`src/logic/pmicsc_pkg.sv`:
```
/*
 * Constants for the status and configuration register slice: command codes,
 * bit positions, reset values and the wake deglitch time.
 * Assumes a 100 MHz register clock and a serial command decoder upstream.
 */
package pmicsc_pkg;

    // ------------------------------------------------------------
    // Clock and deglitch timing
    // ------------------------------------------------------------
    localparam int CLK_PERIOD_NS = 10;
    localparam int WAKE_DEGLITCH_NS = 1000;
    localparam int WAKE_DEGLITCH_CYC = (WAKE_DEGLITCH_NS + CLK_PERIOD_NS - 1) / CLK_PERIOD_NS;
    localparam int DGL_CNT_W = 8;

    // ------------------------------------------------------------
    // Command codes
    // ------------------------------------------------------------
    localparam logic [7:0] CMD_RD_STATUS_TWO = 8'h10;
    localparam logic [7:0] CMD_RD_RAIL_CFG = 8'h11;
    localparam logic [7:0] CMD_RD_THERM_CFG = 8'h12;
    localparam logic [7:0] CMD_WR_RAIL_CFG = 8'h21;
    localparam logic [7:0] CMD_WR_THERM_CFG = 8'h22;
    localparam logic [7:0] CMD_CLR_RESUME_LATCH = 8'h30;
    localparam logic [7:0] CLR_RESUME_DATA = 8'h8E;

    // ------------------------------------------------------------
    // Register layouts and reset values
    // ------------------------------------------------------------
    localparam logic CFG_UNLOCKED = 1'b0;
    localparam logic [7:0] STATUS_TWO_RESET = 8'h00;
    localparam logic [7:0] RAIL_CFG_RESET = 8'h0B;
    localparam logic [7:0] THERM_CFG_RESET = 8'h00;
    localparam logic [7:0] THERM_CFG_WR_MASK = 8'h0B;
    localparam logic [7:0] RAIL_OV_MASK = 8'hB0;
    localparam logic [7:0] RAIL_UV_MASK = 8'h0B;
    localparam logic [7:0] RD_DATA_RESET = 8'h00;

    localparam int STAT_ERR_BIT = 2;
    localparam int STAT_WAKE_L_BIT = 1;
    localparam int STAT_WAKE_BIT = 0;

    localparam int RAIL_CNT = 3;
    localparam int OV_POS_ONE = 4;
    localparam int OV_POS_TWO = 5;
    localparam int OV_POS_STEPUP = 7;
    localparam int UV_POS_ONE = 0;
    localparam int UV_POS_TWO = 1;
    localparam int UV_POS_STEPUP = 3;
    localparam int OT_POS_ONE = 0;
    localparam int OT_POS_TWO = 1;
    localparam int OT_POS_STEPUP = 3;

    // Packed layout of synchronised analog and pin inputs
    localparam int ASYNC_W = 10;
    localparam int ASYNC_OV_LSB = 0;
    localparam int ASYNC_UV_LSB = 3;
    localparam int ASYNC_OT_LSB = 6;
    localparam int ASYNC_ERR_POS = 9;

endpackage

```
`src/logic/pmicsc_deglitch.sv`:
```
/*
 * Wake pin synchroniser and deglitch filter.
 * Assumes an asynchronous pin; output changes only after the pin holds its
 * new level for the full deglitch time.
 */
`timescale 1ns/1ns
module pmicsc_deglitch
    import pmicsc_pkg::*;
(
    input wire logic ref_clk_i,
    input wire logic rst_n_i,
    input wire logic pin_i,
    output logic level_o
);

    logic sync1_q, sync1_d;
    logic sync2_q, sync2_d;
    logic level_q, level_d;
    logic [DGL_CNT_W-1:0] cnt_q, cnt_d;

    // ------------------------------------------------------------
    // Filter
    // ------------------------------------------------------------
    always_comb
    begin
        sync1_d = pin_i;
        sync2_d = sync1_q;
        level_d = level_q;
        cnt_d = '0;
        if (sync2_q != level_q)
        begin
            if (cnt_q == DGL_CNT_W'(WAKE_DEGLITCH_CYC - 1))
            begin
                level_d = sync2_q;
            end
            else
            begin
                cnt_d = cnt_q + DGL_CNT_W'(1);
            end
        end
    end

    always_ff @(posedge ref_clk_i or negedge rst_n_i)
    begin
        if (!rst_n_i)
        begin
            sync1_q <= 1'b0;
            sync2_q <= 1'b0;
            level_q <= 1'b0;
            cnt_q <= '0;
        end
        else
        begin
            sync1_q <= sync1_d;
            sync2_q <= sync2_d;
            level_q <= level_d;
            cnt_q <= cnt_d;
        end
    end

    assign level_o = level_q;

endmodule

```
`src/logic/pmicsc_regs.sv`:
```
/*
 * Second status register and the two rail configuration registers, reached
 * by decoded serial commands, with rail fault routing to reset and to the
 * driver enable / interrupt pin.
 * Assumes command, state and lock inputs come from logic on ref_clk_i;
 * pins and analog comparator events are asynchronous.
 */
`timescale 1ns/1ns

// How it works
// - Status bit 2 mirrors error pin level
// - Status bit 1 latches deglitched wake rise
// - Clear latch command with 0x8E clears it
// - Entering OFF state also clears latch
// - Status bit 0 shows deglitched wake level
// - Writes only in DIAGNOSTIC with lock clear
// - Config bytes feed the configuration checksum
// - Read command returns rail config register
// - Enabled overvoltage bits cause global reset
// - Enabled undervoltage bits cause global reset
// - Cleared enable bit blocks reset
// - Enabled thermal warning pulls pin low
// - Thermal warning clears driver enable, requests SAFE
module pmicsc_regs
(
    input wire logic ref_clk_i,
    input wire logic rst_n_i,
    input wire logic wake_pin_i,
    input wire logic mcu_err_pin_i,
    input wire logic [pmicsc_pkg::RAIL_CNT-1:0] ov_event_i,
    input wire logic [pmicsc_pkg::RAIL_CNT-1:0] uv_event_i,
    input wire logic [pmicsc_pkg::RAIL_CNT-1:0] ot_warn_i,
    input wire logic diag_state_i,
    input wire logic cfg_lock_i,
    input wire logic off_entry_i,
    input wire logic drv_en_set_i,
    input wire logic cmd_valid_i,
    input wire logic [7:0] cmd_code_i,
    input wire logic [7:0] cmd_data_i,
    output logic rd_valid_o,
    output logic [7:0] rd_data_o,
    output logic [7:0] status_two_o,
    output logic [15:0] cfg_image_o,
    output logic global_reset_o,
    output logic safe_request_o,
    output logic driver_output_enable_bit_o,
    output logic driver_enable_irq_pin_o
);
    import pmicsc_pkg::*;

    function automatic logic rail_hit(input logic [7:0] cfg, input logic [RAIL_CNT-1:0] ev,
                                      input int p_one, input int p_two, input int p_up);
        rail_hit = (cfg[p_one] & ev[0]) | (cfg[p_two] & ev[1]) | (cfg[p_up] & ev[2]);
    endfunction

    logic [ASYNC_W-1:0] async_in;
    logic [ASYNC_W-1:0] as1_q, as1_d;
    logic [ASYNC_W-1:0] as2_q, as2_d;
    logic wake_lvl;
    logic wake_prev_q, wake_prev_d;
    logic wake_l_q, wake_l_d;
    logic [7:0] rail_cfg_q, rail_cfg_d;
    logic [7:0] therm_cfg_q, therm_cfg_d;
    logic [7:0] status_q, status_d;
    logic rd_valid_q, rd_valid_d;
    logic [7:0] rd_data_q, rd_data_d;
    logic [15:0] image_q, image_d;
    logic grst_q, grst_d;
    logic safe_q, safe_d;
    logic drv_en_q, drv_en_d;
    logic wake_rise, clr_cmd, wr_ok, irq_cond;

    // ------------------------------------------------------------
    // Input synchronisers and wake filter
    // ------------------------------------------------------------
    assign async_in = {mcu_err_pin_i, ot_warn_i, uv_event_i, ov_event_i};

    always_comb
    begin
        as1_d = async_in;
        as2_d = as1_q;
    end

    always_ff @(posedge ref_clk_i or negedge rst_n_i)
    begin
        if (!rst_n_i)
        begin
            as1_q <= '0;
            as2_q <= '0;
        end
        else
        begin
            as1_q <= as1_d;
            as2_q <= as2_d;
        end
    end

    pmicsc_deglitch u_wake_dgl
    (
        .ref_clk_i(ref_clk_i),
        .rst_n_i(rst_n_i),
        .pin_i(wake_pin_i),
        .level_o(wake_lvl)
    );

    // ------------------------------------------------------------
    // Command decode and register next values
    // ------------------------------------------------------------
    assign wake_rise = wake_lvl & ~wake_prev_q;
    assign clr_cmd = cmd_valid_i && (cmd_code_i == CMD_CLR_RESUME_LATCH) && (cmd_data_i == CLR_RESUME_DATA);
    assign wr_ok = diag_state_i && (cfg_lock_i == CFG_UNLOCKED);
    assign irq_cond = rail_hit(therm_cfg_q, as2_q[ASYNC_OT_LSB +: RAIL_CNT],
                               OT_POS_ONE, OT_POS_TWO, OT_POS_STEPUP);

    always_comb
    begin
        wake_prev_d = wake_lvl;
        wake_l_d = wake_l_q;
        if (clr_cmd || off_entry_i)
        begin
            wake_l_d = 1'b0;
        end
        if (wake_rise)
        begin
            wake_l_d = 1'b1;
        end

        rail_cfg_d = rail_cfg_q;
        therm_cfg_d = therm_cfg_q;
        if (cmd_valid_i && wr_ok && (cmd_code_i == CMD_WR_RAIL_CFG))
        begin
            rail_cfg_d = cmd_data_i;
        end
        if (cmd_valid_i && wr_ok && (cmd_code_i == CMD_WR_THERM_CFG))
        begin
            therm_cfg_d = cmd_data_i & THERM_CFG_WR_MASK;
        end

        status_d = STATUS_TWO_RESET;
        status_d[STAT_ERR_BIT] = as2_q[ASYNC_ERR_POS];
        status_d[STAT_WAKE_L_BIT] = wake_l_q;
        status_d[STAT_WAKE_BIT] = wake_lvl;

        rd_valid_d = 1'b0;
        rd_data_d = rd_data_q;
        if (cmd_valid_i)
        begin
            unique case (cmd_code_i)
                CMD_RD_STATUS_TWO:
                begin
                    rd_valid_d = 1'b1;
                    rd_data_d = status_q;
                end
                CMD_RD_RAIL_CFG:
                begin
                    rd_valid_d = 1'b1;
                    rd_data_d = rail_cfg_q;
                end
                CMD_RD_THERM_CFG:
                begin
                    rd_valid_d = 1'b1;
                    rd_data_d = therm_cfg_q;
                end
                default:
                begin
                    rd_valid_d = 1'b0;
                end
            endcase
        end

        image_d = {therm_cfg_q, rail_cfg_q};

        grst_d = rail_hit(rail_cfg_q, as2_q[ASYNC_OV_LSB +: RAIL_CNT], OV_POS_ONE, OV_POS_TWO, OV_POS_STEPUP)
               | rail_hit(rail_cfg_q, as2_q[ASYNC_UV_LSB +: RAIL_CNT], UV_POS_ONE, UV_POS_TWO, UV_POS_STEPUP);

        safe_d = irq_cond;
        drv_en_d = drv_en_q;
        if (drv_en_set_i)
        begin
            drv_en_d = 1'b1;
        end
        if (irq_cond)
        begin
            drv_en_d = 1'b0;
        end
    end

    always_ff @(posedge ref_clk_i or negedge rst_n_i)
    begin
        if (!rst_n_i)
        begin
            wake_prev_q <= 1'b0;
            wake_l_q <= 1'b0;
            rail_cfg_q <= RAIL_CFG_RESET;
            therm_cfg_q <= THERM_CFG_RESET;
            status_q <= STATUS_TWO_RESET;
            rd_valid_q <= 1'b0;
            rd_data_q <= RD_DATA_RESET;
            image_q <= {THERM_CFG_RESET, RAIL_CFG_RESET};
            grst_q <= 1'b0;
            safe_q <= 1'b0;
            drv_en_q <= 1'b0;
        end
        else
        begin
            wake_prev_q <= wake_prev_d;
            wake_l_q <= wake_l_d;
            rail_cfg_q <= rail_cfg_d;
            therm_cfg_q <= therm_cfg_d;
            status_q <= status_d;
            rd_valid_q <= rd_valid_d;
            rd_data_q <= rd_data_d;
            image_q <= image_d;
            grst_q <= grst_d;
            safe_q <= safe_d;
            drv_en_q <= drv_en_d;
        end
    end

    // ------------------------------------------------------------
    // Outputs
    // ------------------------------------------------------------
    assign rd_valid_o = rd_valid_q;
    assign rd_data_o = rd_data_q;
    assign status_two_o = status_q;
    assign cfg_image_o = image_q;
    assign global_reset_o = grst_q;
    assign safe_request_o = safe_q;
    assign driver_output_enable_bit_o = drv_en_q;
    assign driver_enable_irq_pin_o = drv_en_q;
endmodule

```
`config.mk`:
```
export PLATFORM = sky130hd
export DESIGN_NAME = pmicsc_regs
export DESIGN_NICKNAME = d
export VERILOG_FILES = /design/src/logic/pmicsc_pkg.sv /design/src/logic/pmicsc_deglitch.sv /design/src/logic/pmicsc_regs.sv
export SDC_FILE = /design/constraint.sdc
export NUM_CORES = 1
export LEC_CHECK = 0
export BUFFER_PORTS_ARGS = -buffer_cell sky130_fd_sc_hd__buf_2
export CAP_MARGIN = 30
export CORE_MARGIN = 4
export CORE_UTILIZATION = 51
export DETAILED_ROUTE_END_ITERATION = 6
export GPL_TIMING_DRIVEN = 0
export PLACE_DENSITY = 0.79
export REMOVE_ABC_BUFFERS = 1
export SLEW_MARGIN = 20
export SYNTH_ARGS = -nofsm -noshare
export SYNTH_HDL_FRONTEND = slang
export SYNTH_SLANG_ARGS = --single-unit
```
`constraint.sdc`:
```
create_clock -name ref_clk_i -period 1.5 [get_ports ref_clk_i]
set_clock_uncertainty 0.15 [all_clocks]
set_input_delay 0.075 -clock ref_clk_i [delete_from_list [all_inputs] [get_ports ref_clk_i]]
set_output_delay 0.075 -clock ref_clk_i [all_outputs]
set_load 0.02 [all_outputs]
```
# Word-level counts from Yosys, hierarchy flattened
# Index checks and enable logic that the tools add are counted.
# word_totals
ff_bits	70
latchBits	0
mem_bits_rw	0
mem_bits_ro	0
inputBits	34
out_inout_bits	37
wordCells	68
mem_count	0
# op_classes
n_addsub	1
n_mul	0
div	0
n_lt_le_gt_ge	0
eq_ne	9
shifts	0
muxes	9
bitwise	19
n_reduce_logical	13
# op_table
operator	n
8-bit by 5-bit equality test with 1-bit output (second input constant)	3
8-bit by 6-bit equality test with 1-bit output (second input constant)	3
8-bit case mux with 3 select lines	1
8-bit two-way mux	2
1-bit AND	10
8-bit by 1-bit adder with 8-bit output (second input constant)	1
8-bit by 7-bit equality test with 1-bit output (second input constant)	1
8-bit equality test (second input constant)	1
1-bit OR	7
1-bit logical AND	6
1-bit two-way mux	6
2-bit AND reduction	2
2-bit nonzero test	2
3-bit nonzero test	1
3-bit OR reduction	1
1-bit inverter	2
1-bit logical OR	1
1-bit inequality test	1

# Logic depth before layout (Yosys ltp)
# logic_depth
depth_word	6
depth_mapped	5
mapped_depth_nobuf	5

# Hierarchy
# A second synthesis with hierarchy kept.
# hier_totals
hier_cells	182
hier_area_um2	2521.2
# by_module_without_submodules
mod	n_inst	cells_per_inst	area_each_um2	seq_area_each_um2
pmicsc_regs	1	139	2034.5	1458.9
pmicsc_deglitch	1	43	486.7	275.3

# Worst setup path after synthesis
# No wires, ideal clock.
# synth_timing
path_type	reg2reg
from	register u_wake_dgl.cnt_q[0]
to	register u_wake_dgl.level_q, in the netlist u_wake_dgl.level_o
setup_ps	125
t_arrival_ps	1094
t_required_ps	1225
setup_slack_ps	131
stages_incl_launch_ff	4
n_path_buf	0
period_less_slack_ps	1369
path_cell_list	dfrtp_1 ha_1 nand4bb_1 mux2_2
# synth_between
elab_chain_len	2
# synth_lines
element	line_no	text
start, declared	pmicsc_deglitch.sv:19	logic [DGL_CNT_W-1:0] cnt_q, cnt_d;
start signal, assigned	pmicsc_deglitch.sv:57	cnt_q <= cnt_d;
8-bit by 7-bit equality test with 1-bit output	pmicsc_deglitch.sv:32	if (cnt_q == DGL_CNT_W'(WAKE_DEGLITCH_CYC - 1))
2-bit AND reduction (no source line)	-	
end signal, assigned	pmicsc_deglitch.sv:56	level_q <= level_d;
end, declared	pmicsc_deglitch.sv:18	logic level_q, level_d;
# No other way between the ends.
# A chain may end at the register's enable or synchronous reset.

# Worst setup path after layout
# layout_timing
from	register u_wake_dgl.cnt_q[2]
to	register u_wake_dgl.level_q, in the netlist u_wake_dgl.level_o
# The elaborated chain is that of the path after synthesis.

==> metrics.csv <==
stage;metric;value;unit
run_status;status;finished clean;
routing;dr.pass1.iters;4;
floorplan;die_w;77.8;µm
logic_synthesis;synth.avg_cell_area;13.9;µm²
logic_synthesis;seq_area_frac_synth;0.698;
hold_path;min_path_type;primary input to asynchronous set/reset pin;
power_and_ir_drop;p_leak;1.60;nW
setup_path;crit_type;flop to flop;
routing;routed_via_density;4.88;
logic_synthesis;yosysUniqueCellTypes;28;
clock_tree;cts_buffers;9;
logic_synthesis;syn-cell-area;2490;µm²
logic_synthesis;synthTopCellsByArea;dfrtp_1 63%, dfstp_2 6.3%, mux2_2 5.4%, buf_4 3.6%, nand2_1 3.0%;
floorplan;initial_core_util;0.526;
timing;hold_viol;0;
logic_synthesis;synth_top_area_frac;0.634;
routing;wirelength;4830;µm
clock_tree;clk_pin_slew;0.08;ns
final_layout;antenna_cells;0;
clock_tree;cts_root_buf;clkbuf_8;
run;maxCapViolCount;0;
place;finalWeightedCongestion;0.785;
final_layout;syn_to_final_growth;30.7;%
power_and_ir_drop;p_per_area;1110;nW/µm²
global_route;track_usage;0.174;
power_and_ir_drop;ir_worst_vdd;0.719;mV
setup_path;end_kind;flop;
setup_path;path_max_fanout;5;
setup_path;cp.arrival;1.50;ns
floorplan;die_h;77.8;µm
routing;vias;1663;
clock_tree;cts_tree;built;
logic_synthesis;synth_top_area_cell;dfrtp_1;
final_layout;nNetsFinal;304;
floorplan;die_area;6060;µm²
timing;fin_crit_sh;0.959;
global_route;grt_overflow;0;
global_route;grt_max_degree;45;
timing;max_clock_freq;695;MHz
routing;drt_iter0_drc;154;
clock_tree;cts.sinks;69;
timing;finalSetupTns;0;ns
global_route;grt_first_pass_wirelength;8160;µm
logic_synthesis;ys_seq_elements;69;
clock_tree;insertion_delay;0.33;ns
floorplan;rows;25;
place;io_buffers;60;
final_layout;drive_above_1_share;0.372;
final_layout;postLayoutCellArea;3250;µm²
logic_synthesis;ys_warn_count;0;
final_layout;finish.utilization;0.688;
timing;post-route-min-period;1.44;ns
setup_path;regToRegSetupSlack;0.06;ns
floorplan;pin_count;71;
global_route;antenna_found_initial;0;
global_route;grt_pass1_vias;1779;
routing;wl_per_cell;14.2;µm
timing;slew_viol_final;0;
place;dpl.hpwl;3350;µm
timing;grt_setup_unrepaired;true;
routing;drc;0;
clock_tree;clockBufferDepth;2;
logic_synthesis;syn_inst;179;
routing;ant_nets;0;
place;dpl_cell_area;2830;µm²
floorplan;core;4720;µm²
setup_path;start_kind;flop;
setup_path;worstPathRequired;1.56;ns
clock_tree;cts_max_level;3;
timing;finalSetupViolations;0;
## cell usage after synthesis
library cell and count:
xnor2_1 4, buf_4 12, xor2_1 4, a32oi_1 1, and2_0 1, nor3_1 2, nand4bb_1 2, o21ai_0 9
a22oi_1 5, nand4b_1 1, nand2_1 20, mux2_2 12, conb_1 1, nand3_1 5, nand4_1 2, dfstp_2 6
o311ai_0 1, nor4b_2 3, nand2_2 1, a222oi_1 2, dfrtp_1 63, nor2_1 13, nor4b_4 1, inv_1 3
buf_2 2, ha_1 1, and3_1 1, nor4b_1 1
## worst max-delay path, cell delays in order (launching register included)
cell and delay, ns:
dfrtp_1 0.43, nor3_1 0.21, nand4bb_1 0.21, mux2_2 0.31
## through the flow
stage | hold slack, ns | cells | power [mW] | setup slack (ns)
2_1_floorplan | -0.371 | 174 | 2.05 | 0.131
3_3_place_gp | 0.0330 | 301 | 2.16 | -0.220
3_5_place_dp | -0.150 | 302 | 2.18 | -0.274
4_1_cts | 0.0266 | 340 | 3.62 | 0.0275
5_1_grt | 0.0539 | 341 | 3.75 | -0.00284
6_report | 0.0394 | 341 | 3.59 | 0.0611
## area by class of cell
class,count,area (µm²)
Clock buffer,11,131
Inverter,3,11.3
Clock inverter,5,52.6
Timing Repair Buffer,84,551
Fill cell,344,1470
Multi-Input combinational cell,102,686
Sequential cell,69,1730
Tap cell,67,83.8
## registers in the layout, summed over array words and instances, names as in the netlist
register                 cells
u_wake_dgl.sync1_q           1
u_wake_dgl.cnt_q             8
as1_q                       10
u_wake_dgl.level_o           1
wake_l_q                     1
status_two_o                 3
as2_q                       10
global_reset_o               1
therm_cfg_q                  3
u_wake_dgl.sync2_q           1
safe_request_o               1
rd_data_o                    8
rd_valid_o                   1
driver_enable_irq_pin_o      1
rail_cfg_q                   8
cfg_image_o                 11
## final timing paths
| kind | from | to | depth (start not counted) |
|---|---|---|---|
| setup / recovery | u_wake_dgl.cnt_q[2]$_DFF_PN0_ | u_wake_dgl.level_o$_DFFE_PN0P_ | 3 |
| hold / removal | rst_n_i | status_two_o[2]$_DFF_PN0_ | 2 |
| setup reg to reg | u_wake_dgl.cnt_q[2]$_DFF_PN0_ | u_wake_dgl.level_o$_DFFE_PN0P_ | 3 |
| hold reg to reg | as1_q[4]$_DFF_PN0_ | as2_q[4]$_DFF_PN0_ | 0 |
| max in group asynchronous | rst_n_i | cfg_image_o[1]$_DFF_PN1_ | 3 |
| min in group ref_clk_i | cmd_code_i[4] | wake_l_q$_DFFE_PN0P_ | 4 |
## per-layer routing
metal,vias to the layer above,global-route usage,share of wire
met1,822,0.220,0.42
met4,0,0.0694,0.0035
met2,63,0.281,0.51
met3,4,0.0510,0.074
met5,-,0,0
li1,774,-,-
## cells in the final DEF, fill, tap and decap left out, types with 3 or more instances in the layout
cell type	instances
clkinv_2	3
nor4b_2	4
clkbuf_8	9
a22oi_1	5
nand2_1	19
buf_2	59
nor2_1	13
dfrtp_1	63
dlygate4sd3_1	22
o21ai_0	9
nand3_1	5
dfstp_2	6
xnor2_1	4
conb_1	10
mux2_2	12
xor2_1	4
inv_1	3
## report_power, final
group,internal (mW),switching (mW),total (mW)
Sequential,1.92,0.0255,1.94
Combinational,0.109,0.138,0.247
Clock,0.761,0.645,1.41
Total,2.78,0.809,3.59
## cell families after synthesis
logic type,count (synthesis),share of synthesized area
AO/OA/AOI/OAI,18,0.0483
XOR/XNOR,8,0.0282
adder cells (fa/ha/maj),1,0.00503
buffers and inverters,17,0.0448
flip-flops,69,0.698
multiplexers,12,0.0544
other,1,0.00151
AND/OR/NAND/NOR,53,0.120
## repair_timing
item / in CTS / in global routing
hold endpoints to repair: 88 / 0
hold buffers: 22 / 0
buffers inserted: 0 / 1
setup endpoints to repair: 0 / 17
gates resized for setup: 0 / 4
No activity file was read; power rests on OpenSTA's default activity.
